[config.mk]
export PLATFORM = sky130hd
export DESIGN_NAME = wdg_top
export DESIGN_NICKNAME = d
export VERILOG_FILES = /design/src/rtl/wdg_pkg.sv /design/src/rtl/wdg_top.sv
export VERILOG_INCLUDE_DIRS = /design/src /design/src/rtl
export SDC_FILE = /design/constraint.sdc
export NUM_CORES = 1
export LEC_CHECK = 0
export BUFFER_PORTS_ARGS = -buffer_cell sky130_fd_sc_hd__buf_2
export CAP_MARGIN = 30
export CORE_ASPECT_RATIO = 1.1
export CORE_MARGIN = 1
export CORE_UTILIZATION = 60
export DETAILED_ROUTE_END_ITERATION = 8
export PLACE_DENSITY = 0.93
export SETUP_SLACK_MARGIN = 0.2
export SLEW_MARGIN = 20
export SYNTH_ARGS = -nofsm -noshare
export SYNTH_HDL_FRONTEND = slang
export SYNTH_SLANG_ARGS = --single-unit
export TNS_END_PERCENT = 30
[constraint.sdc]
create_clock -name sys_clk -period 4.55 [get_ports sys_clk]
set_clock_uncertainty 0.05 [all_clocks]
set_input_delay 0 -clock sys_clk [delete_from_list [all_inputs] [get_ports sys_clk]]
set_output_delay 0 -clock sys_clk [all_outputs]
set_load 0.02 [all_outputs]
[src/rtl/wdg_params.svh]
/*
 * Constants of the halt-aware watchdog: register map, reset values, timing.
 * Assumes the includer runs on a 40 MHz sys_clk that also serves as the
 * oscillator clock and the CPU clock.
 */
`ifndef WDG_PARAMS_SVH
`define WDG_PARAMS_SVH

// -----------------------------------------------------------------------
// What this block does
// - slow and wait modes leave watchdog untouched
// - plain halt: one decrement, then frozen, no reset
// - external wake from halt: restart after delay
// - reset ends halt: disabled unless hardware watchdog
// - halt with reset option set and rtc disabled gives reset
// - rtc enabled: active halt, counter holds
// - wake from active halt resumes counting at once
// - reset ends active halt: restart after delay
// - hardware watchdog: always armed, activate bit ignored
// - control register reads 7Fh after reset
// - activate bit set by write, cleared by reset
// - counter bits decrement every 16384 clocks
// - armed step 40h to 3Fh issues reset
// - counter runs even when not activated
// - write with activate, top bit clear resets
// - watchdog reset pulls reset pin about 500ns
// -----------------------------------------------------------------------

// register map and fields
`define WDG_CTRL_ADDR   8'h2a
`define WDG_CTRL_RESET  8'h7f
`define WDG_ACT_BIT     7
`define WDG_TOP_BIT     6
`define WDG_EXPIRE_CNT  7'h40
`define WDG_ONE_CNT     7'h01

// timing
`define WDG_PRESCALE    16384
`define WDG_DLY_SHORT   256
`define WDG_DLY_LONG    4096
`define WDG_CLK_NS      25
`define WDG_PULSE_NS    500
`define WDG_PULSE_CYC   ((`WDG_PULSE_NS) / (`WDG_CLK_NS))

`endif

[src/rtl/wdg_pkg.sv]
/*
 * Types shared by the watchdog: power mode states and signal bundles.
 * Assumes nothing beyond a SystemVerilog compiler.
 */
`default_nettype none

package wdg_pkg;

	// watchdog power state
	typedef enum logic [2:0] {WDG_START, WDG_RESTART, WDG_RUN, WDG_HALT, WDG_AHALT} wdg_mode_type;

	// register port request
	typedef struct packed {
		logic [7:0] addr;
		logic [7:0] wdata;
		logic       wr;
		logic       rd;
	} wdg_bus_type;

	// option byte levels
	typedef struct packed {
		logic hw_watchdog;
		logic halt_reset_option;
		logic long_delay;
	} wdg_opt_type;

	// cpu power control events
	typedef struct packed {
		logic halt_req;
		logic ext_irq;
		logic rtc_wake;
		logic rtc_irq_enable;
	} wdg_pwr_type;

endpackage

`default_nettype wire

[src/rtl/wdg_top.sv]
/*
 * Watchdog with halt control: 7-bit down counter, activate bit, prescaler,
 * halt / active-halt handling and reset pulse generation.
 * Assumes all inputs come from logic on sys_clk (cpu core, option byte
 * latches, clock controller), so none of them is synchronised here.
 */
`include "wdg_params.svh"
`default_nettype none

module wdg_top #(
	parameter int PRESCALE = `WDG_PRESCALE // oscillator clocks per count
) (
	input  wire logic                sys_clk,        // 40 MHz clock
	input  wire logic                arst_n,         // async reset
	input  wire wdg_pkg::wdg_bus_type bus,           // register request
	output var  logic [7:0]          rdata,          // read data
	input  wire wdg_pkg::wdg_opt_type opt,           // option levels
	input  wire wdg_pkg::wdg_pwr_type pwr,           // power events
	output var  logic                wdg_rst_n,      // reset pin drive
	output var  logic                halt_ack,       // halt entered
	output var  logic                active_halt_ack // active halt entered
);

	// -------------------------------------------------------------------
	// local sizes and decoders
	// -------------------------------------------------------------------

	localparam int PRE_W = (PRESCALE > 1) ? $clog2(PRESCALE) : 1;

	// shared address decode for reads and writes
	function automatic logic is_ctrl(input logic [7:0] addr);
		is_ctrl = (addr == `WDG_CTRL_ADDR);
	endfunction

	// restart delay chosen by option, minus one for count to zero
	function automatic logic [11:0] dly_load(input logic long_sel);
		dly_load = long_sel ? 12'(`WDG_DLY_LONG - 1) : 12'(`WDG_DLY_SHORT - 1);
	endfunction

	// -------------------------------------------------------------------
	// state
	// -------------------------------------------------------------------

	wdg_pkg::wdg_mode_type mode_reg;
	wdg_pkg::wdg_mode_type mode_next;
	logic [PRE_W-1:0]      pre_reg;
	logic [6:0]            count_reg;
	logic                  activate_reg;
	logic [11:0]           dly_reg;
	logic [4:0]            pulse_reg;
	logic [4:0]            pulse_next;
	logic                  rst_n_reg;
	logic                  halt_reg;
	logic                  ahalt_reg;
	logic [7:0]            rdata_reg;

	logic ctrl_wr;
	logic ctrl_rd;
	logic armed;
	logic running;
	logic tick;
	logic halt_go;
	logic halt_rst;
	logic halt_plain;
	logic expire;
	logic sw_rst;
	logic trigger;

	// -------------------------------------------------------------------
	// decode of events
	// -------------------------------------------------------------------

	// slow and wait are not seen here: counting follows run
	assign ctrl_wr  = bus.wr && is_ctrl(bus.addr);
	assign ctrl_rd  = bus.rd && is_ctrl(bus.addr);
	assign armed    = activate_reg || opt.hw_watchdog;
	assign running  = (mode_reg == wdg_pkg::WDG_RUN);
	assign tick     = running && (pre_reg == PRE_W'(PRESCALE - 1));
	assign halt_go  = pwr.halt_req && running;

	// halt decision from rtc enable and halt-reset option
	assign halt_rst   = halt_go && !pwr.rtc_irq_enable && opt.halt_reset_option;
	assign halt_plain = halt_go && !pwr.rtc_irq_enable && !opt.halt_reset_option;

	// expiry only while running, so a frozen halt cannot reset
	// the single step taken on halt entry never resets either
	assign expire = tick && armed && (count_reg == `WDG_EXPIRE_CNT)
		&& !halt_plain;

	// writing top bit low while armed kills the chip at once
	assign sw_rst = ctrl_wr && !bus.wdata[`WDG_TOP_BIT]
		&& (bus.wdata[`WDG_ACT_BIT] || armed);

	// a pulse already running swallows further causes
	assign trigger = (expire || sw_rst || halt_rst) && (pulse_reg == 5'h0);

	// -------------------------------------------------------------------
	// power state machine
	// -------------------------------------------------------------------

	// reset always lands in start, then the restart delay
	always_comb
	begin
		mode_next = mode_reg;
		unique case (mode_reg)
			wdg_pkg::WDG_START:
			begin
				mode_next = wdg_pkg::WDG_RESTART;
			end
			wdg_pkg::WDG_RESTART:
			begin
				if (dly_reg == 12'h0)
					mode_next = wdg_pkg::WDG_RUN;
			end
			wdg_pkg::WDG_RUN:
			begin
				if (halt_go && pwr.rtc_irq_enable)
					mode_next = wdg_pkg::WDG_AHALT;
				else if (halt_plain)
					mode_next = wdg_pkg::WDG_HALT;
			end
			wdg_pkg::WDG_HALT:
			begin
				if (pwr.ext_irq)
					mode_next = wdg_pkg::WDG_RESTART;
			end
			wdg_pkg::WDG_AHALT:
			begin
				if (pwr.ext_irq || pwr.rtc_wake)
					mode_next = wdg_pkg::WDG_RUN;
			end
		endcase
	end

	// mode register
	always_ff @(posedge sys_clk or negedge arst_n)
	begin
		if (!arst_n)
			mode_reg <= wdg_pkg::WDG_START;
		else
			mode_reg <= mode_next;
	end

	// restart delay counter, loaded on start and on external wake
	always_ff @(posedge sys_clk or negedge arst_n)
	begin
		if (!arst_n)
			dly_reg <= 12'h0;
		else if (mode_reg == wdg_pkg::WDG_START)
			dly_reg <= dly_load(opt.long_delay);
		else if (mode_reg == wdg_pkg::WDG_HALT && pwr.ext_irq)
			dly_reg <= dly_load(opt.long_delay);
		else if (mode_reg == wdg_pkg::WDG_RESTART && dly_reg != 12'h0)
			dly_reg <= dly_reg - 12'h1;
	end

	// -------------------------------------------------------------------
	// prescaler and counter
	// -------------------------------------------------------------------

	// prescaler freezes outside run; writes leave it alone, so the first
	// period after a refresh is shorter by an unknown amount
	always_ff @(posedge sys_clk or negedge arst_n)
	begin
		if (!arst_n)
			pre_reg <= '0;
		else if (tick)
			pre_reg <= '0;
		else if (running)
			pre_reg <= pre_reg + PRE_W'(1);
	end

	// counter: write wins, then run tick, then single halt step
	always_ff @(posedge sys_clk or negedge arst_n)
	begin
		if (!arst_n)
			count_reg <= 7'(`WDG_CTRL_RESET & 8'h7f);
		else if (ctrl_wr)
			count_reg <= bus.wdata[6:0];
		else if (tick)
			count_reg <= count_reg - `WDG_ONE_CNT;
		else if (halt_plain)
			count_reg <= count_reg - `WDG_ONE_CNT;
	end

	// activate bit: only a reset clears it, a written zero is ignored
	always_ff @(posedge sys_clk or negedge arst_n)
	begin
		if (!arst_n)
			activate_reg <= 1'b0;
		else if (ctrl_wr && bus.wdata[`WDG_ACT_BIT])
			activate_reg <= 1'b1;
	end

	// -------------------------------------------------------------------
	// reset pulse
	// -------------------------------------------------------------------

	// fixed length pulse; the chip reset it causes also clears us
	always_comb
	begin
		if (trigger)
			pulse_next = 5'(`WDG_PULSE_CYC);
		else if (pulse_reg != 5'h0)
			pulse_next = pulse_reg - 5'h1;
		else
			pulse_next = 5'h0;
	end

	// pin stays low while the count is nonzero
	always_ff @(posedge sys_clk or negedge arst_n)
	begin
		if (!arst_n)
		begin
			pulse_reg <= 5'h0;
			rst_n_reg <= 1'b1;
		end
		else
		begin
			pulse_reg <= pulse_next;
			rst_n_reg <= (pulse_next == 5'h0);
		end
	end

	// -------------------------------------------------------------------
	// outputs
	// -------------------------------------------------------------------

	// halt acknowledges follow the next state so they align with mode_reg
	always_ff @(posedge sys_clk or negedge arst_n)
	begin
		if (!arst_n)
		begin
			halt_reg  <= 1'b0;
			ahalt_reg <= 1'b0;
		end
		else
		begin
			halt_reg  <= (mode_next == wdg_pkg::WDG_HALT);
			ahalt_reg <= (mode_next == wdg_pkg::WDG_AHALT);
		end
	end

	// read data valid one cycle, zero otherwise and for other addresses
	always_ff @(posedge sys_clk or negedge arst_n)
	begin
		if (!arst_n)
			rdata_reg <= 8'h0;
		else if (ctrl_rd)
			rdata_reg <= {activate_reg, count_reg};
		else
			rdata_reg <= 8'h0;
	end

	assign rdata           = rdata_reg;
	assign wdg_rst_n       = rst_n_reg;
	assign halt_ack        = halt_reg;
	assign active_halt_ack = ahalt_reg;
endmodule

`default_nettype wire

Word-level counts from Yosys, hierarchy flattened. Cells that the tools add are included.

Bits in registers: 53. Bits of input ports: 27. Output and inout port bits: 11. Word-level logic and storage cells: 76.

$add $sub $neg: 4. Equal/unequal tests: 9. Multiplexer cells: 18. Reduce and logical (&&, ||, !) cells: 35.

Operators with widths (count): 2-to-1 mux 12 bit (4); 2-to-1 mux 14 bit (2); 2-to-1 mux 7 bit (3); logical AND 1 bit (17); 2-to-1 mux 3 bit (5); case mux 3 bit (5 select lines) (1); adder 14 x 1 -> 14 bit (second input constant) (1); == test 14 bit (second input constant) (1); logical NOT 12 bit (1); nonzero test 12 bit (1); subtractor 12 x 1 -> 12 bit (second input constant) (1); logical NOT 5 bit (2); 2-to-1 mux 5 bit (2); == test 3 x 2 -> 1 bit (second input constant) (3); == test 8 x 6 -> 1 bit (second input constant) (1); 2-to-1 mux 8 bit (1); == test 7 bit (second input constant) (1); subtractor 7 x 1 -> 7 bit (second input constant) (1); == test 3 bit (second input constant) (2); nonzero test 3 bit (2); logical OR 1 bit (5); nonzero test 5 bit (1); subtractor 5 x 1 -> 5 bit (second input constant) (1); logical NOT 1 bit (4); other kinds (3) (3).

Logic depth before layout (Yosys ltp). Gate-level depths: netlist of run 1.

Depth after elaboration: 11. Mapped depth: 7. Depth with buffers taken out: 7.

Worst setup path before layout of run 1. No wires, ideal clock.

Path kind: register to register. Start point: reg mode_reg[2]. End point: reg count_reg[5]. Library setup time: 64 ps. Arrival time: 1718 ps. Data required time: 4436 ps. Setup slack: 2718 ps. Cell stages (with the launch flop): 6. Path buffers: 0. Clock period less this slack: 1832 ps. Cell sequence: dfrtp_1 -> nor3b_4 -> and4_4 -> a31oi_2 -> or4_1 -> nand3_1.

Word-level cells in the longest chain between the ends: 5. Elaborated cells on any way between the ends: 8. Those cells by class: eq/ne: 1; mux: 2; reduce/logical: 5.

Ends and longest elaborated chain: start, declared (RTL line wdg_top.sv:44) `wdg_pkg::wdg_mode_type mode_reg;`; start signal, assigned (RTL line wdg_top.sv:139) `mode_reg <= wdg_pkg::WDG_START;`; start signal, assigned (RTL line wdg_top.sv:141) `mode_reg <= mode_next;`; == test 3 x 2 -> 1 bit (*) (RTL line wdg_top.sv:77) `assign running = (mode_reg == wdg_pkg::WDG_RUN);`; logical AND 1 bit (RTL line wdg_top.sv:79) `assign halt_go = pwr.halt_req && running;`; logical AND 1 bit (2 in a row) (RTL line wdg_top.sv:83) `assign halt_plain = halt_go && !pwr.rtc_irq_enable && !opt.halt_reset_option;`; nonzero test 3 bit (no source line); end signal, assigned (RTL line wdg_top.sv:177) `` count_reg <= 7'(`WDG_CTRL_RESET & 8'h7f); ``; end signal, assigned (RTL line wdg_top.sv:179) `count_reg <= bus.wdata[6:0];`; end signal, assigned (RTL line wdg_top.sv:181) `` count_reg <= count_reg - `WDG_ONE_CNT; ``; end, declared (RTL line wdg_top.sv:47) `logic [6:0] count_reg;`.

Every way passes the cells marked *; elsewhere a longest branch is shown, timed or not. A chain may end at the register's enable or synchronous reset.

Worst setup path in the final report of run 1.
Start point: reg mode_reg[0]. End point: reg count_reg[5].

The elaborated chain is that of the path after synthesis.

==> results by stage, run 1 <==
Run status:
- The run finished, with violations left.
- The checks that failed: DRC.

Clock network:
- After clock tree synthesis, the setup repair step added 0 buffers.
- At the later pin of the worst-skew pair, clock insertion delay measures roughly 320 ps.
- The clock net in this run drives a total of 53 sinks.
- The longest clock path from root to sink contains 2 buffers.
- The clock edge transition at the registers on the reported setup and hold paths is about 110 ps.
- The clock buffer count from CTS is 5.
- Buffers inserted to repair hold after CTS numbered 11.
- The number of H-tree branching levels is 2.
- TritonCTS built the clock tree.
- The number of gates resized after CTS was 0.
- The cell at the root of the clock tree is clkbuf_8.

Setup path:
- Data on the critical path arrives at its endpoint at 2440 ps.
- The kind of critical path is reg2reg.
- The worst setup path is captured at a flip-flop.
- STA puts the critical path data required time at 4760 ps.
- The worst setup path is launched from a flip-flop.
- In this run the worst path has a maximum fanout of 12.

Synthesis:
- A synthesized cell averages 9.95 um^2.
- The Yosys warning count is 0.
- The synthesized netlist net count is between 300 and 400.
- Ranked by total cell area, the synthesized netlist is headed by dfrtp_1, dfstp_2, nand2_1.
- The dominant cell type by area after synthesis is dfrtp_1.
- The sequential element share of the synthesized area is 0.499.
- The number of distinct library cells after synthesis is 53.
- Of the post-synthesis cell area, the dominant cell type holds 0.421.
- The most used flip-flop cell after synthesis is dfrtp_1.
- Synthesis produced a netlist whose cell count is ~270.
- The mapped netlist covers ~2700 um^2.
- In the synthesized netlist the async set-or-reset flop fraction comes to 1.00.
- Yosys mapped a number of flops with a built-in enable equal to 0.
- Counting flops and latches in the post-synthesis netlist gives 53.

Finish:
- Counting the fill cells in the layout gives 294.
- Of the cells placed in the final design, the portion with a size suffix greater than 1 is 0.198.
- Relative to the synthesized area, the layout overhead comes to 18.7%.
- Summing all multi-input logic gate instances after layout gives approximately 1300 um^2.
- The layout net count is around 350.
- The register with the most flip-flops in the layout has 14 of them.
- 0 antenna diodes ended up in the layout.
- The sequential cell area in the final layout is around 1300 um^2.

Power and ir drop:
- The power density over cell area is a little over 400 nW/um^2.
- The share of total power dissipated in the clock network is 0.293.
- The net switching share of the total power is 0.307.
- Summed over all nets, the switching power comes to roughly 400 uW.
- The share of total power dissipated in sequential elements is 0.488.
- Of the total power, combinational logic draws 0.219.
- In this run the static leakage power is ~1.4 nW.
- The internal power consumption is ~900 uW.
- IR analysis of the VDD net gives a maximum drop of around 170 uV.

Routing:
- The DRC marker count from the first detailed-route iteration is between 200 and 300.
- After detailed routing, the total wire length is about 6.3 mm.
- The count of nets left with antenna violations after detail routing is 0.
- In the final routed layout, each cell accounts on average for between 15 and 20 um.
- The first detailed-routing pass took 7 iterations.
- The detailed-route vias per instance is between 6 and 7.
- The routed layout has roughly 2300 vias.
- The post-detailed-route DRC marker count is 5.

Timing:
- In the finished design, the share of the clock period the worst path needs comes to 0.491.
- In this run the tightest slew margin relative to its limit is 0.589.
- Across all hold checks on the routed design, the worst slack comes to around 26 ps.
- The count of final setup violators is 0.
- The max-slew violation count is 0.
- The hold violation count in the final report is 0.
- Summed over all failing endpoints, the final setup total negative slack is 0 ps.
- For the pin with the worst max-slew slack, the measured transition is 613 ps.
- The final critical delay including setup and external delays is between 2000 and 2500 ps.
- The highest clock frequency the design can meet is 0.448 GHz.
- Setup repair after global routing left no endpoint under its margin.

Placed design:
- The global placement routability congestion is ~0.87.
- In this run the tool buffered the top-level ports with 37 buffer cells.
- The placed wire-length estimate after detailed placement is a little over 4 mm.

Floorplan:
- The overall die area is about 4700 um^2.
- The number of placed I/O pins is 38.
- In this run the core area contains 25 standard-cell rows.
- The initial cell density of the core is 0.625.
- The floorplan core area is about 4300 um^2.
- The die is approximately 66 um wide.
- The die height is approximately 72 um.

Global routing:
- The via count of the first global-routing pass is ~2200.
- The global route total overflow is 0.
- The maximum number of pins on one net before global-route repair is 30.
- The global-route wire length before repair is a little over 10 mm.
- The global-route usage over all layers is 0.286.
- The number of antenna violations at the first check in global routing is 0.

Worst hold path:
- The path class of the lowest-slack min-delay path is in2reg.

Job:
- The tool flagged a number of max-cap violations equal to 0.
## per-layer routing
| layer | vias up | share of wire | track usage |
|---|---|---|---|
| li1 | 1061 | - | - |
| met4 | 0 | 0.018 | 0.101 |
| met2 | 132 | 0.50 | 0.467 |
| met5 | - | 0 | 0 |
| met3 | 17 | 0.075 | 0.0519 |
| met1 | 1128 | 0.40 | 0.381 |
## final cells by class
cell class,instances,share of cell area
flip-flops and latches,53,0.420
multi-input cells,203,0.405
repair buffers,49,0.0992
clock buffers,5,0.0216
well taps,54,0.0213
clock inverters,3,0.0205
inverters,10,0.0118
## layout by cell type, fill, tap and decap left out, drive strengths merged, types with 7 or more instances in the layout
cell type	synthesis	routed
nor2	26	26
and2	10	10
nand4	7	7
buf	1	38
xnor2	7	7
nor3	9	9
dlygate4sd3	0	11
nand2	26	26
nand3	9	9
and3	9	9
dfstp	8	8
xor2	11	11
a21oi	14	14
inv	10	10
dfrtp	45	45
o21ai	11	11
## power groups by stage
stage          logic (mW)  clock network (mW)  registers, mW
3_3_place_gp        0.254                   0          0.630
3_5_place_dp        0.274                   0          0.637
5_1_grt             0.320               0.403          0.643
4_1_cts             0.285               0.381          0.631
6_report            0.284               0.381          0.635
2_1_floorplan       0.210                   0          0.615
## synthesized netlist by cell type (3+ instances only)
| library cell | instances |
|---|---|
| dfrtp_1 | 45 |
| nand3_1 | 9 |
| nand2b_1 | 5 |
| dfstp_2 | 8 |
| nor2_1 | 26 |
| o21a_1 | 3 |
| nand2_1 | 26 |
| nand4_1 | 7 |
| and2_1 | 10 |
| mux2i_1 | 4 |
| o21ai_0 | 9 |
| a21oi_1 | 14 |
| nor4_1 | 5 |
| xor2_1 | 11 |
| ha_1 | 5 |
| nor3_1 | 8 |
| inv_1 | 10 |
| nor2b_1 | 4 |
| xnor2_1 | 7 |
| and3_1 | 9 |
## kinds of logic after synthesis
kind of cell / after synthesis / share of synthesized area
xor+xnor: 18 / 0.0589
buf+inv: 13 / 0.0196
mux: 6 / 0.0234
compound gates: 46 / 0.113
fa+ha+maj: 5 / 0.0234
flops: 53 / 0.499
simple gates: 128 / 0.263
## critical path, cell delays in order, from the launching register on
cell	delay, ps
dfrtp_1	530
or3b_1	500
nor3_2	310
a31oi_2	140
or4_1	530
nand3_1	110
## path summary, 6_finish.rpt
check / startpoint / endpoint / slack (ps) / cells after the start
min: pwr[3] / active_halt_ack$_DFF_PN0_ / 30 / 3
max in group asynchronous: arst_n / count_reg[4]$_DFFE_PN1P_ / 3680 / 3
max reg2reg: mode_reg[0]$_DFF_PN0_ / count_reg[5]$_DFFE_PN1P_ / 2320 / 5
min in group asynchronous: arst_n / dly_reg[4]$_DFFE_PN0P_ / 140 / 2
max: mode_reg[0]$_DFF_PN0_ / count_reg[5]$_DFFE_PN1P_ / 2320 / 5
min reg2reg: pre_reg[8]$_DFFE_PN0P_ / pre_reg[8]$_DFFE_PN0P_ / 430 / 1
## stage by stage
step | instance area (um^2) | utilization | worst slack [ps] | instances | power, mW
2_1_floorplan | 2680 | - | 2720 | 269 | 0.826
3_3_place_gp | 2920 | 0.680 | 2520 | 357 | 0.884
3_5_place_dp | 2940 | 0.685 | 2490 | 358 | 0.911
4_1_cts | 3180 | 0.742 | 2400 | 377 | 1.30
5_1_grt | 3180 | 0.742 | 2260 | 377 | 1.37
6_report | 3180 | 0.742 | 2320 | 377 | 1.30
Note: power is estimated with default switching activity, not from simulation.
==> run 2, diff against run 1 <==
CORE_UTILIZATION = 57   (was 60)
PLACE_DENSITY = 0.89   (was 0.93)
clock period = 2.2 ns   (was 4.55 ns; I/O delays follow)
==> run 2 against run 1 <==
  * The run now ends clean
  * Critical path depth increased by 1
  * First-iteration DRC count decreased by 10%
  * Highest routed layer unchanged
  * Fmax increased by 15%
  * Sequential power increased by 100%
==> results by stage, run 2 (synthesis gave the netlist of run 1 again) <==
Run status:
- The run finished with clean final reports.

Placed design:
- The global placement routability congestion is 0.878 (+0.57%).
- The count of input and output buffers is 37 (unchanged).
- The placed wire-length estimate after detailed placement is 3.85 mm (-6.7%).

Finish:
- The layout net count came to 360 (+1.7%).
- In the layout the commonest cells are dfrtp_1, buf_2, nor2_1, nand2_1, a21oi_1.
- The area used by multi-input combinational logic was 1310 um^2 (+1.7%).
- Leaving out fill and tap cells, the most frequent cell in the layout is dfrtp_1.
- The share of final-layout standard cells stronger than drive strength 1 is 0.222 (+0.0237).
- The total of fill cells in the finished design is 300 (+2.0%).
- The growth of design area from synthesis to finish is 19.6%.
- The sequential cell area in the final layout is 1340 um^2 (+0.28%).
- The antenna diode instance count was 0 (unchanged).
- The flip-flop count of the largest register, all copies and words added is 14 (unchanged).

Routing:
- The via total after detailed routing is 2209 (-5.5%).
- The number of iterations in the first detailed-routing pass was 4 (-3).
- The routed wire length came to 5.62 mm (-10%).
- The post-detailed-route DRC marker count was 0 (-5).
- The detailed-route vias per instance was 5.77 (-7.0%).
- The count of nets left with antenna violations after detail routing is 0 (unchanged).
- The wire length per cell came to 14.7 um (-12%).
- The DRC marker count from the first detailed-route iteration is 239 (-10%).

Floorplan:
- The number of placed I/O pins is 38 (unchanged).
- The floorplan die width came to 67.4 um (+2.5%).
- The floorplan core area was 4410 um^2 (+2.9%).
- The die height came to 73.9 um (+2.5%).
- The initial cell density of the core is 0.607 (-0.0177).
- The placement row count is 25 (unchanged).
- The overall die area is 4980 um^2 (+5.1%).

Setup path:
- The critical path data arrival time is 2160 ps (-280 ps).
- The critical path is of the reg2reg type.
- The critical path goes through inv_1, ha_1, or3b_2, nand2b_1, a211oi_1, o21a_1.
- The delay contributed by the slowest stage of the critical path is 490 ps (-40 ps).
- The nature of the critical path endpoint is a flip-flop.
- STA classifies the critical path startpoint as a flip-flop.
- The maximum fanout count along the critical path came to 4 (-8).
- The worst path required time is 2410 ps (-2350 ps).
- Among all stages on the critical path, the largest delay is contributed by or3b_2.

Timing:
- The ratio of final minimum period to clock period is 0.886 (+0.395).
- The final setup TNS is 0 ps (unchanged).
- The final critical delay including setup and external delays came to 1950 ps (-285 ps).
- The max-slew violation count is 0 (unchanged).
- The highest clock frequency the design can meet is 0.513 GHz (+15%).
- The worst slew margin relative to its limit is 0.686 (+0.0974).
- The transition at the pin with the smallest max-transition slack is 471 ps (-142 ps).
- The minimum hold slack is 71.7 ps (+45.9 ps).
- The hold violation count in the final report is 0 (unchanged).
- The count of final setup violators is 0 (unchanged).
- Setup repair after global routing could not meet its margin everywhere.

Power and ir drop:
- The maximum resistive drop on vdd is 391 uV (+130%).
- The power density over cell area is 767 nW/um^2 (+88%).
- The static power due to leakage was 1.45 nW (+0.39%).

Clock network:
- The number of H-tree branching levels is 2 (unchanged).
- The clock buffer count from CTS is 5 (unchanged).
- The number of sinks driven by the clock tree is 53 (unchanged).
- The tree is rooted in a clkbuf_8.
- TritonCTS built the clock tree.
- The clock latency reported for the late side of the worst-skew pair was 310 ps (about the same).
- The clock edge transition at the registers on the reported setup and hold paths came to 100 ps (about the same).
- The number of buffers between clock root and the deepest sink is 2 (unchanged).

Global routing:
- The via count of the first global-routing pass is 2109 (-5.1%).
- The global-route wire length before repair was 9.33 mm (-9.0%).
- The number of antenna violations at the first check in global routing is 0 (unchanged).
- The maximum number of pins on one net before global-route repair is 33 (+10%).
- The global-route usage over all layers is 0.252 (-0.0336).
- The global route total overflow is 0 (unchanged).

Job:
- The number of max-cap violations is 0 (unchanged).

Worst hold path:
- The tightest min-delay check is of the in2reg type.
run 2: changes by cell type in the layout (fill, tap and decap cells not counted), sizes merged:
| cell | previous run | this run |
|---|---|---|
| clkinvlp | 0 | 1 |
| dlygate4sd3 | 11 | 13 |
| inv | 10 | 12 |
| bufinv | 2 | 0 |
| buf | 38 | 42 |
| clkinv | 1 | 0 |
run 2: timing repair:
item                                    4_1_cts  5_1_grt
hold buffers                                 13        0
endpoints found under the setup margin        0       12
hold endpoints to repair                     35        0
buffers inserted                              0        0
gates resized for setup                       0        7
run 2: path summary, 6_finish.rpt:
path,to,slack (ps),cells past startpoint,from
hold / removal,count_reg[0]$_DFFE_PN1P_,70,4,bus[1]
setup / recovery,wdg_rst_n$_DFF_PN1_,250,6,pulse_reg[0]$_DFF_PN0_
hold reg to reg,pre_reg[8]$_DFFE_PN0P_,410,1,pre_reg[8]$_DFFE_PN0P_
min in group asynchronous,halt_ack$_DFF_PN0_,120,2,arst_n
setup reg to reg,wdg_rst_n$_DFF_PN1_,250,6,pulse_reg[0]$_DFF_PN0_
max in group asynchronous,count_reg[0]$_DFFE_PN1P_,1170,3,arst_n
run 2: area by class of cell:
cell class | count | area share
sequential | 53 | 0.419
multi-input combinational | 203 | 0.409
timing repair buffer | 55 | 0.110
clock buffer | 5 | 0.0215
tap | 54 | 0.0211
inverter | 10 | 0.0117
clock inverter | 3 | 0.00782
run 2: worst max-delay path, delay by kind of cell (launching register included):
family,cells,cell delay [ps]
fa+ha+maj,1,200
compound gates,2,460
simple gates,2,690
flops,1,420
buf+inv,1,70
run 2: per-stage QoR:
| stage | setup slack, ps | instance area [um^2] | instances | utilization | total power [mW] |
|---|---|---|---|---|---|
| 5_1_grt | 123 | 3200 | 383 | 0.726 | 2.63 |
| 2_1_floorplan | 368 | 2680 | 269 | - | 1.71 |
| 3_3_place_gp | 304 | 2950 | 362 | 0.670 | 1.84 |
| 6_report | 251 | 3200 | 383 | 0.726 | 2.46 |
| 4_1_cts | 206 | 3180 | 383 | 0.720 | 2.46 |
| 3_5_place_dp | 243 | 2950 | 362 | 0.670 | 1.88 |
run 2: layer usage:
metal,part of all wire,GRT usage,up-vias
met5,0,0,-
met4,0.015,0.0827,0
met3,0.032,0.0512,8
met2,0.52,0.423,58
met1,0.43,0.322,1063
li1,-,-,1080
run 2: power by group:
part	switching, mW	internal (mW)	leakage (nW)
sequential	0.155	1.14	0.652
combinational	0.307	0.286	0.754
clock	0.340	0.232	0.0452
total	0.801	1.66	1.45
